$ cat src/core/port3_mux_params.svh
// Constants for the port three function steering block.
`ifndef PORT3_MUX_PARAMS_SVH
`define PORT3_MUX_PARAMS_SVH
`define REG_OUT_LATCH    12'h000
`define REG_IN_LEVEL     12'h004
`define REG_FUNC_CFG     12'h008
`define REG_TIMER_CFG    12'h00c
`define REG_T0_RELOAD    12'h010
`define REG_T1_RELOAD    12'h014
`define REG_T0_COUNT     12'h018
`define REG_T1_COUNT     12'h01c
`define REG_IRQ_STATUS   12'h020
`define REG_IRQ_MASK     12'h024
`define REG_HS_CTRL      12'h028
`define CFG_SERIAL       0
`define CFG_IRQ_EN       1
`define CFG_HS0          2
`define CFG_HS1          3
`define CFG_HS2          4
`define CFG_DMEM         5
`define CFG_TOUT_EN      6
`define CFG_TOUT_SEL     9:8
`define CFG_TIN_SEL      11:10
`define CFG_P2_TOP_OUT   12
`define TCFG_T0_EN       0
`define TCFG_T1_EN       1
`define TCFG_T1_EXT      2
`define TCFG_T0_PRE      13:8
`define TCFG_T1_PRE      21:16
`define IRQ_BITS         6
`define FUNC_CFG_W       13
`define TIMER_CFG_W      22
`define HS_CTRL_W        3
`define ZERO_WORD        32'h0000_0000
`endif

$ cat src/core/port3_mux_pkg.sv
// Types shared by the port three function steering block.
package port3_mux_pkg;
  typedef logic [7:0] byte_type;
  typedef logic [5:0] pre_type;
endpackage : port3_mux_pkg

$ cat src/core/prescaled_timer.sv
// One 8-bit counter with a 6-bit prescaler, reloading and flagging on terminal count.
`timescale 1ns/1ps
`include "port3_mux_params.svh"
module prescaled_timer (
  // Clock and reset.
  input  wire logic                        pclk,
  input  wire logic                        presetn,
  // Control.
  input  wire logic                        enable,
  input  wire logic                        tick,
  input  wire port3_mux_pkg::pre_type      prescale,
  input  wire port3_mux_pkg::byte_type     reload,
  // Status.
  output logic      [7:0]                  count,
  output logic                             done
);
  import port3_mux_pkg::*;

  typedef struct packed {
    pre_type  pre;
    byte_type cnt;
    logic     done;
  } state_type;

  state_type state_ff;
  state_type nxt_state;

  always_comb begin
    nxt_state = state_ff;
    nxt_state.done = 1'b0;
    if (!enable) begin
      nxt_state.pre = prescale;
      nxt_state.cnt = reload;
    end else if (tick) begin
      // A prescale of zero divides by one, the same as one, so no setting stalls the counter.
      if (state_ff.pre == 6'h01 || state_ff.pre == 6'h00) begin
        nxt_state.pre = prescale;
        if (state_ff.cnt == 8'h01 || state_ff.cnt == 8'h00) begin
          nxt_state.cnt  = reload;
          nxt_state.done = 1'b1;
        end else begin
          nxt_state.cnt = state_ff.cnt - 8'h01;
        end
      end else begin
        nxt_state.pre = state_ff.pre - 6'h01;
      end
    end
  end

  always_ff @(posedge pclk or negedge presetn) begin
    if (!presetn) begin
      state_ff <= '0;
    end else begin
      state_ff <= nxt_state;
    end
  end

  assign count = state_ff.cnt;
  assign done  = state_ff.done;
endmodule : prescaled_timer

$ cat src/core/port3_function_mux.sv
// Port three line steering with timers, interrupt capture and an APB register file.
`timescale 1ns/1ps
`include "port3_mux_params.svh"
module port3_function_mux (
  // Clock and reset.
  input  wire logic        pclk,
  input  wire logic        presetn,
  // APB slave.
  input  wire logic        psel,
  input  wire logic        penable,
  input  wire logic        pwrite,
  input  wire logic [11:0] paddr,
  input  wire logic [31:0] pwdata,
  output logic      [31:0] prdata,
  output logic             pready,
  output logic             pslverr,
  // Port pins.
  input  wire port3_mux_pkg::byte_type fixed_input_lines,
  output logic      [3:0]  fixed_output_lines,
  // Function side.
  input  wire logic        serial_tx_data,
  output logic             serial_rx_data,
  input  wire logic        data_memory_select,
  input  wire logic        port2_top_bit,
  output logic      [3:0]  external_irq_lines,
  output logic      [2:0]  hs_in_level,
  output logic             prog_chip_enable_n,
  output logic             prog_output_enable_n,
  output logic             prog_mode_select,
  output logic             prog_voltage,
  // Interrupt.
  output logic             irq
);
  import port3_mux_pkg::*;

  typedef struct packed {
    logic [31:0]              rdata;
    logic                     ready;
    logic                     slverr;
    logic [3:0]               out_latch;
    logic [`FUNC_CFG_W-1:0]   func_cfg;
    logic [`TIMER_CFG_W-1:0]  timer_cfg;
    byte_type                 t0_reload;
    byte_type                 t1_reload;
    logic [`IRQ_BITS-1:0]     irq_status;
    logic [`IRQ_BITS-1:0]     irq_mask;
    logic [`HS_CTRL_W-1:0]    hs_ready;
    logic [3:0]               in_prev;
    logic                     tin_prev;
    logic                     tout;
    logic [3:0]               pins_out;
    logic                     rx;
    logic [3:0]               irq_lines;
    logic [2:0]               hs_in;
    logic [3:0]               prog;
    logic                     irq;
  } state_type;

  state_type state_ff;
  state_type nxt_state;

  logic [7:0] t0_count;
  logic [7:0] t1_count;
  logic       t0_done;
  logic       t1_done;
  logic       tin_level;
  logic       tin_rise;
  logic       t1_tick;

  // Picks one input line by a two-bit index.
  function automatic logic pick4(input logic [3:0] v, input logic [1:0] i);
    pick4 = v[i];
  endfunction : pick4

  assign tin_level = pick4(fixed_input_lines[3:0], state_ff.func_cfg[`CFG_TIN_SEL]);
  assign tin_rise  = tin_level & ~state_ff.tin_prev;
  // Timer one counts either every clock or each rising edge of the timer input.
  assign t1_tick   = state_ff.timer_cfg[`TCFG_T1_EXT] ? tin_rise : 1'b1;

  prescaled_timer u_timer0 (
    .pclk     (pclk),
    .presetn  (presetn),
    .enable   (state_ff.timer_cfg[`TCFG_T0_EN]),
    .tick     (1'b1),
    .prescale (state_ff.timer_cfg[`TCFG_T0_PRE]),
    .reload   (state_ff.t0_reload),
    .count    (t0_count),
    .done     (t0_done)
  );

  prescaled_timer u_timer1 (
    .pclk     (pclk),
    .presetn  (presetn),
    .enable   (state_ff.timer_cfg[`TCFG_T1_EN]),
    .tick     (t1_tick),
    .prescale (state_ff.timer_cfg[`TCFG_T1_PRE]),
    .reload   (state_ff.t1_reload),
    .count    (t1_count),
    .done     (t1_done)
  );

  always_comb begin
    logic                 wr;
    logic                 rd;
    logic [3:0]           in_fall;
    logic [`IRQ_BITS-1:0] events;
    logic [3:0]           outs;
    logic                 p2_out;
    logic [31:0]          rv;
    wr      = 1'b0;
    rd      = 1'b0;
    in_fall = 4'h0;
    events  = '0;
    outs    = 4'h0;
    p2_out  = 1'b0;
    rv      = `ZERO_WORD;
    nxt_state = state_ff;
    nxt_state.ready  = 1'b0;
    nxt_state.slverr = 1'b0;
    wr = psel && penable && !state_ff.ready && pwrite;
    rd = psel && penable && !state_ff.ready && !pwrite;

    // Interrupt requests are taken on falling input edges, mapped as in the pin table.
    in_fall = state_ff.in_prev & ~fixed_input_lines[3:0];
    if (state_ff.func_cfg[`CFG_IRQ_EN]) begin
      events[3] = in_fall[0];
      events[2] = in_fall[1];
      events[0] = in_fall[2];
      events[1] = in_fall[3];
    end
    events[4] = t0_done;
    events[5] = t1_done;

    if (wr) begin
      case (paddr)
        `REG_OUT_LATCH:  nxt_state.out_latch = pwdata[3:0];
        `REG_FUNC_CFG:   nxt_state.func_cfg = pwdata[`FUNC_CFG_W-1:0];
        `REG_TIMER_CFG:  nxt_state.timer_cfg = pwdata[`TIMER_CFG_W-1:0];
        `REG_T0_RELOAD:  nxt_state.t0_reload = pwdata[7:0];
        `REG_T1_RELOAD:  nxt_state.t1_reload = pwdata[7:0];
        `REG_IRQ_MASK:   nxt_state.irq_mask = pwdata[`IRQ_BITS-1:0];
        `REG_HS_CTRL:    nxt_state.hs_ready = pwdata[`HS_CTRL_W-1:0];
        `REG_IRQ_STATUS: nxt_state.irq_status = state_ff.irq_status & ~pwdata[`IRQ_BITS-1:0];
        `REG_IN_LEVEL, `REG_T0_COUNT, `REG_T1_COUNT: nxt_state.slverr = 1'b0;
        default:         nxt_state.slverr = 1'b1;
      endcase
    end
    // Setting after clearing lets an event in the clearing cycle survive.
    nxt_state.irq_status = nxt_state.irq_status | events;

    if (rd) begin
      case (paddr)
        `REG_OUT_LATCH:  rv[3:0] = state_ff.out_latch;
        `REG_IN_LEVEL:   rv[7:0] = fixed_input_lines;
        `REG_FUNC_CFG:   rv[`FUNC_CFG_W-1:0] = state_ff.func_cfg;
        `REG_TIMER_CFG:  rv[`TIMER_CFG_W-1:0] = state_ff.timer_cfg;
        `REG_T0_RELOAD:  rv[7:0] = state_ff.t0_reload;
        `REG_T1_RELOAD:  rv[7:0] = state_ff.t1_reload;
        `REG_T0_COUNT:   rv[7:0] = t0_count;
        `REG_T1_COUNT:   rv[7:0] = t1_count;
        `REG_IRQ_STATUS: rv[`IRQ_BITS-1:0] = state_ff.irq_status;
        `REG_IRQ_MASK:   rv[`IRQ_BITS-1:0] = state_ff.irq_mask;
        `REG_HS_CTRL:    rv[`HS_CTRL_W-1:0] = state_ff.hs_ready;
        default:         nxt_state.slverr = 1'b1;
      endcase
      nxt_state.rdata = rv;
    end
    nxt_state.ready = wr || rd;

    // Timer output toggles on each timer zero terminal count.
    if (!state_ff.func_cfg[`CFG_TOUT_EN]) begin
      nxt_state.tout = 1'b0;
    end else if (t0_done) begin
      nxt_state.tout = ~state_ff.tout;
    end

    // Output steering: latch by default, enabled functions take their lines; data memory beats HS1 on line 0, timer output beats all.
    outs = state_ff.out_latch;
    p2_out = state_ff.func_cfg[`CFG_P2_TOP_OUT];
    if (state_ff.func_cfg[`CFG_HS1]) begin
      outs[0] = state_ff.hs_ready[1];
    end
    if (state_ff.func_cfg[`CFG_DMEM]) begin
      outs[0] = data_memory_select;
    end
    if (state_ff.func_cfg[`CFG_HS0]) begin
      outs[1] = state_ff.hs_ready[0];
    end
    if (state_ff.func_cfg[`CFG_HS2]) begin
      // The port two output line carries the strobe or ready by its top-bit direction.
      outs[2] = p2_out ? port2_top_bit : state_ff.hs_ready[2];
    end
    if (state_ff.func_cfg[`CFG_SERIAL]) begin
      outs[3] = serial_tx_data;
    end
    if (state_ff.func_cfg[`CFG_TOUT_EN]) begin
      outs[state_ff.func_cfg[`CFG_TOUT_SEL]] = state_ff.tout;
    end
    nxt_state.pins_out = outs;

    nxt_state.rx = state_ff.func_cfg[`CFG_SERIAL] ? fixed_input_lines[0] : 1'b1;
    nxt_state.irq_lines = {fixed_input_lines[0], fixed_input_lines[1],
                           fixed_input_lines[3], fixed_input_lines[2]};
    nxt_state.hs_in = {fixed_input_lines[1], fixed_input_lines[3], fixed_input_lines[2]};
    // Programming strobes are only observed; the programmer owns these levels.
    nxt_state.prog = fixed_input_lines[3:0];
    nxt_state.in_prev = fixed_input_lines[3:0];
    nxt_state.tin_prev = tin_level;
    nxt_state.irq = |(state_ff.irq_status & state_ff.irq_mask);
  end

  always_ff @(posedge pclk or negedge presetn) begin
    if (!presetn) begin
      state_ff <= '0;
    end else begin
      state_ff <= nxt_state;
    end
  end

  assign prdata               = state_ff.rdata;
  assign pready               = state_ff.ready;
  assign pslverr              = state_ff.slverr;
  assign fixed_output_lines   = state_ff.pins_out;
  assign serial_rx_data       = state_ff.rx;
  assign external_irq_lines   = state_ff.irq_lines;
  assign hs_in_level          = state_ff.hs_in;
  assign prog_chip_enable_n   = state_ff.prog[0];
  assign prog_output_enable_n = state_ff.prog[1];
  assign prog_mode_select     = state_ff.prog[2];
  assign prog_voltage         = state_ff.prog[3];
  assign irq                  = state_ff.irq;
endmodule : port3_function_mux

$ cat config.mk
export PLATFORM = sky130hd
export DESIGN_NAME = port3_function_mux
export DESIGN_NICKNAME = d
export VERILOG_FILES = /design/src/core/port3_mux_pkg.sv /design/src/core/prescaled_timer.sv /design/src/core/port3_function_mux.sv
export VERILOG_INCLUDE_DIRS = /design/src /design/src/core
export SDC_FILE = /design/constraint.sdc
export NUM_CORES = 1
export LEC_CHECK = 0
export BUFFER_PORTS_ARGS = -buffer_cell sky130_fd_sc_hd__clkbuf_2
export CORE_UTILIZATION = 25
export CTS_BUF_LIST = sky130_fd_sc_hd__clkbuf_8
export CTS_CLUSTER_DIAMETER = 150
export DETAILED_ROUTE_END_ITERATION = 12
export PLACE_DENSITY = 0.52
export SLEW_MARGIN = 40
export SYNTH_ARGS = -nofsm -noshare
export SYNTH_HDL_FRONTEND = slang
export SYNTH_HIERARCHICAL = 1
export SYNTH_SLANG_ARGS = --single-unit
$ cat constraint.sdc
create_clock -name pclk -period 3.18 [get_ports pclk]
set_clock_uncertainty 0.1 [all_clocks]
set_input_delay 0.636 -clock pclk [delete_from_list [all_inputs] [get_ports pclk]]
set_output_delay 0.636 -clock pclk [all_outputs]
set_load 0.01 [all_outputs]
==> results of run 1 <==
[registers in the layout, summed over array words and instances (netlist names), 4 cells and up]
| name | count |
|---|---|
| state_ff | 72 |
| prdata | 22 |
| u_timer0/count | 8 |
| u_timer1/count | 8 |
| u_timer0/state_ff | 6 |
| u_timer1/state_ff | 6 |
| fixed_output_lines | 4 |
[how the worst min path moves through the flow]
stage | startpoint | endpoint | slack (ns) | cells after the start
after CTS | presetn | u_timer0/state_ff[12] | 0.08 | 1
final | presetn | state_ff[67] | 0.06 | 1
after floorplan | presetn | fixed_output_lines[0] | 0.24 | 0
after global placement | prdata[14] | prdata[14] | 0.35 | 2
after detailed placement | prdata[14] | prdata[14] | 0.36 | 2
after global routing | presetn | state_ff[67] | 0.09 | 1
[routing by layer]
metal / vias to the layer above / wire length (µm)
met1: 2907 / 10450
met3: 29 / 1133
met5: - / 0
met2: 172 / 10000
li1: 2713 / -
met4: 0 / 599
[cell families after synthesis]
kind of cell    Yosys count  share of synthesized area
simple gates            223                     0.1710
other cells               2                  0.0009764
fa+ha+maj                 8                    0.01301
xor+xnor                  3                   0.003417
mux                      95                     0.1419
buf+inv                 113                    0.08882
compound gates          147                     0.1384
flops                   136                     0.4425
[cell usage after synthesis (8+ instances only)]
cell	count	area, µm²
nand3_1	30	150.1
mux2_4	10	150.1
a221o_1	10	100.1
a21oi_1	12	60.06
ha_1	8	100.1
clkbuf_1	17	63.81
nand2_1	72	270.3
a22oi_1	14	105.1
a211oi_1	8	60.06
mux2i_1	22	220.2
o21ai_0	23	115.1
a32oi_1	9	78.83
dfrtp_1	136	3403
nor2_1	34	127.6
nor3_1	14	70.07
inv_1	23	86.33
o22ai_1	11	68.82
mux2_2	58	653.1
buf_4	61	457.9
[critical path, stage by stage (launching register included)]
cell      delay [ns]
dfrtp_1         0.48
mux4_2          0.38
inv_1           0.03
o21ai_0         0.14
buf_4           0.24
nand2b_4        0.08
nor4b_4         0.44
nor2_2          0.17
a221o_1         0.32
[power groups by stage]
stage          combinational (mW)  clock [mW]  sequential, mW
6_report                    0.234        1.36            1.75
5_1_grt                     0.259        1.48            1.75
4_1_cts                     0.238        1.41            1.75
3_5_place_dp                0.238           0            1.79
3_3_place_gp                0.239           0            1.79
2_1_floorplan               0.115           0            1.78
[cells in the final DEF, fill, tap and decap left out, types with 8 or more instances in the layout]
cell	count
buf_4	24
ha_1	8
nand2_1	72
a221o_1	10
clkbuf_8	19
clkbuf_2	89
a32oi_1	9
a211oi_1	8
nor2_1	34
o22ai_1	11
nand3_1	30
mux2_2	58
a22oi_1	14
mux2_4	10
o21ai_0	23
mux2i_1	22
a21oi_1	12
inv_1	23
dfrtp_1	136
nor3_1	14
conb_1	12
[stage by stage]
stage / power [mW] / std cells / utilization / setup WS [ns] / instance area [µm²]
floorplan: 1.898 / 737 / - / 0.6074 / 7729
global placement: 2.024 / 1152 / 0.2763 / 0.3740 / 8277
detailed placement: 2.024 / 1152 / 0.2763 / 0.3516 / 8277
CTS: 3.400 / 1182 / 0.2884 / 0.6592 / 8638
global route: 3.490 / 1182 / 0.2884 / 0.5279 / 8638
finish: 3.350 / 1182 / 0.2884 / 0.6603 / 8638
[area by class of cell]
type	count	area (µm²)
well taps	390	488.0
clock inverters	11	100.1
clock buffers	19	261.5
repair buffers	115	656.9
multi-input cells	488	3642
flip-flops and latches	136	3403
fillers	3172	21320
inverters	23	86.33
==> results.yml, run 1 <==
cts:
  cts.repair.resized: 0
  cts-buffers-inserted: 17
  cts_max_level: 4
  cts_hold_buf: 0
  clk_path_buf_depth: 2
  cts.clk_slew.worst_paths_ns: 0.09
  cts_setup_buffers: 0
  cts_tree: "built"
  cts.sinks: 136
  clockRootBuffer: "clkbuf_8"
  clk-insertion-delay-late_ns: 0.46
floorplanning:
  start_util: 0.2568
  pin_count: 111
  die_w_um: 177.4
  dieArea_mm2: 0.03147
  num_rows: 63
  coreArea_mm2: 0.02995
  die_height_um: 177.4
pwr:
  p_per_area_mw_per_mm2: 387.8
  peakVddDrop_uv: 154.8
  switching_power_uw: 887.0
  p_sw_frac: 0.2648
  p_clk_frac: 0.407
  power.leakage_nw: 4.058
  combPwrFrac: 0.070
  seq_power_share: 0.523
  internal-power_mw: 2.463
synth:
  async_flop_share: 1.000
  ys_warn_count: 6
  netlist_instances: 727
  ys.flop_type: "dfrtp_1"
  ys_types: 71
  synth-edff-count: 0
  synth-seq-area-share: 0.4425
  ys_seq_elements: 136
  synth.avg_cell_area_um2: 10.58
  syn-cell-area_mm2: 0.007691
worst_setup_path:
  cp_data_arrival_time_ns: 2.76
  cp.required_ns: 3.42
  crit_type: "flop to flop"
  crit_start: "state_ff[87]"
  path_max_fanout: 11
  reg2reg_from: "state_ff[87]"
  r2r-end: "u_timer1/count[1]"
  critPathCaptureType: "flop"
  endpoint: "u_timer1/count[1]"
  start_kind: "flop"
  worstRegToRegCells: 8
  rrSetupSlack_ns: 0.66
timing:
  final_max_slew_viol_count: 0
  timing.fmax_ghz: 0.3969
  relSlewSlack: 0.4769
  tightest_slew_ns: 0.7847
  final_hold_viol_count: 0
  whs_ns: 0.06468
  rsz0062_at_grt: "no"
  min_period_ns: 2.520
  finalSetupTns_ns: 0
  period_share: 0.7924
  setup_violations: 0
detailed_routing:
  viasPerCell: 4.925
  drt-total-wl_mm: 22.19
  vias: 5821
  antenna_left: 0
  first_pass_iters: 5
  drc_errors: 0
  drt-initial-drc-count: 369
  wl_per_cell_um: 18.77
cells_and_area:
  antenna_cells: 0
  layout-drive-gt1-share: 0.3068
  areaGrowthSynthToFinish_pct: 12.31
  nNetsFinal: 849
global_route:
  gr-usage-met2: 0.2201
  gr-usage-met1: 0.2009
  grt_max_degree: 62
  met3_usage: 0.02999
  antenna_found_initial: 0
  top_usage_layer: "met2"
  grt_pass1_wl_mm: 34.33
  grt_overflow: 0
  grt_usage: 0.1456
  grt_pass1_vias: 5671
job:
  cap_violations: 0
placed_design:
  globalplace.congestion: 0.8730
  io_buffers: 90
  dp_hpwl_mm: 16.25
run_status:
  status: "completed"
hold_path:
  hold_path_class: "primary input to asynchronous set/reset pin"
(Power assumes the default switching activity.)
==> run 2: changes to the inputs <==
- PLACE_DENSITY: 0.52 -> 0.54
- clock period: 3.18 -> 2.2 ns (I/O delays scaled with it)
==> run 2 against run 1 <==
Net effect: the run now ends with negative setup slack left; utilization up 1.9 points; global-route usage is 0.75 points higher; register-to-register slack worse by 0.66 ns; largest power group unchanged; die area is the same; sequential cell count stayed put; total power rose by 47%; sequential power grew 45%; via count up 5.2%; fmax grew 14%; routed wire length up 5.4%; first-iteration DRC count increased by 3.5%.
==> results.yml, run 2 (synthesized netlist as in run 1, its figures left out) <==
run_status:
  status: "finished, violations left"
  violations: "negative setup slack"
placed_design:
  io_buffers: 90
  dp_worst_setup_slack_ns: -0.3775
  globalplace.congestion: 0.9332
  placed_cells: 1216
  dp_hpwl_mm: 17.72
cts:
  cts_tree: "built"
  cts-buffers-inserted: 17
  cts.sinks: 136
  clk-insertion-delay-late_ns: 0.45
  cts_setup_buffers: 0
  clk_path_buf_depth: 2
  clockRootBuffer: "clkbuf_8"
  cts_max_level: 4
  cts.clk_slew.worst_paths_ns: 0.09
detailed_routing:
  wl_per_cell_um: 18.73
  antenna_left: 0
  viasPerCell: 4.905
  drt-initial-drc-count: 382
  vias: 6126
  drt-total-wl_mm: 23.39
  drc_errors: 0
  first_pass_iters: 5
global_route:
  grt_max_degree: 49
  grt_pass1_wl_mm: 36.00
  grt_overflow: 0
  grt_usage: 0.1531
  grt_pass1_vias: 5928
  antenna_found_initial: 0
worst_setup_path:
  cp.required_ns: 2.42
  path_max_fanout: 3
  critPathCaptureType: "flop"
  cp_data_arrival_time_ns: 2.43
  start_kind: "flop"
  crit_type: "flop to flop"
  worstRegToRegCells: 8
cells_and_area:
  layout-drive-gt1-share: 0.3632
  instances_no_fill: 1249
  fillers: 3163
  regMostFlops: "state_ff"
  nNetsFinal: 914
  mostFrequentLayoutCells: "136 x dfrtp_1, 89 x clkbuf_2, 83 x buf_4"
  antenna_cells: 0
  largest_register_ffs: 72
  mostFrequentLayoutCell: "dfrtp_1"
  areaGrowthSynthToFinish_pct: 19.77
timing:
  final_hold_viol_count: 0
  setup_violations: 1
  min_period_ns: 2.204
  rsz0062_at_grt: "yes"
  whs_ns: 0.1161
  tightest_slew_ns: 0.6060
  relSlewSlack: 0.5960
  final_max_slew_viol_count: 0
  period_share: 1.002
  setup_slack_ns: -0.003758
  timing.fmax_ghz: 0.4538
hold_path:
  min_path_cells: 2
  hold_path_class: "primary input to flop"
floorplanning:
  die_height_um: 177.4
  die_w_um: 177.4
  num_rows: 63
  start_util: 0.2568
  dieArea_mm2: 0.03147
  coreArea_mm2: 0.02995
  pin_count: 111
job:
  cap_violations: 0
pwr:
  p_per_area_mw_per_mm2: 534.7
  power.leakage_nw: 4.403
  peakVddDrop_uv: 457.2
[run 2: cell count changes in the layout (fill, tap and decap cells not counted), moves of 3 or more]
cell / delta
clkinv_2: -3
inv_6: +5
buf_12: +3
inv_8: +3
buf_4: +59
[run 2: final timing paths]
check / start / slack, ns / end
max: state_ff[87] / -0.004 / u_timer1/count[3]
min: pwdata[12] / 0.12 / state_ff[66]
max reg2reg: state_ff[87] / -0.004 / u_timer1/count[3]
min reg2reg: prdata[15] / 0.37 / prdata[15]
max in group asynchronous: presetn / 0.98 / state_ff[87]
min in group asynchronous: presetn / 0.40 / state_ff[69]
[run 2: critical path: stages (launching register included)]
cell	delay, ns
dfrtp_1	0.39
mux4_2	0.36
inv_2	0.05
o21ai_4	0.26
buf_6	0.15
nand4b_4	0.09
or4_1	0.41
a32oi_1	0.20
o21ai_1	0.08
[run 2: report_power, final]
| group | internal (mW) | total (mW) | switching, mW |
|---|---|---|---|
| clock | 0.854 | 2.00 | 1.15 |
| combinational | 0.149 | 0.398 | 0.249 |
| sequential | 2.51 | 2.53 | 0.0132 |
| total | 3.52 | 4.92 | 1.41 |
[run 2: layout make-up]
cell class	count	area [µm²]	area share
clock buffer	18	247.7	0.02689
clock inverter	14	125.1	0.01358
inverter	23	86.33	0.009372
multi-input combinational	488	3669	0.3983
sequential	136	3403	0.3695
tap	390	488.0	0.05297
timing repair buffer	180	1192	0.1294
[run 2: metal layers]
layer | vias to the layer above | part of all wire | wire length, µm | global-route usage
li1 | 2838 | - | - | -
met1 | 3115 | 0.46 | 10830 | 0.2084
met2 | 154 | 0.48 | 11130 | 0.2433
met3 | 19 | 0.045 | 1054 | 0.03128
met4 | 0 | 0.016 | 378 | 0.04452
met5 | - | 0 | 0 | 0
[run 2: what timing repair did]
action	in CTS	in global routing
endpoints found under the setup margin	12	10
pin swaps	3	2
resized for setup	6	2
hold buffers	1	0
endpoints found under the hold margin	40	0
[run 2: metrics by stage]
stage / cell area [µm²] / util / TNS, ns / power [mW]
after CTS: 9205 / 0.3073 / -0.01668 / 5.001
after global routing: 9211 / 0.3075 / -0.1498 / 5.155
after detailed placement: 8795 / 0.2936 / -7.558 / 2.976
after floorplan: 7746 / - / -1.723 / 2.745
after global placement: 8795 / 0.2936 / -7.743 / 2.975
final: 9211 / 0.3075 / -0.003758 / 4.925
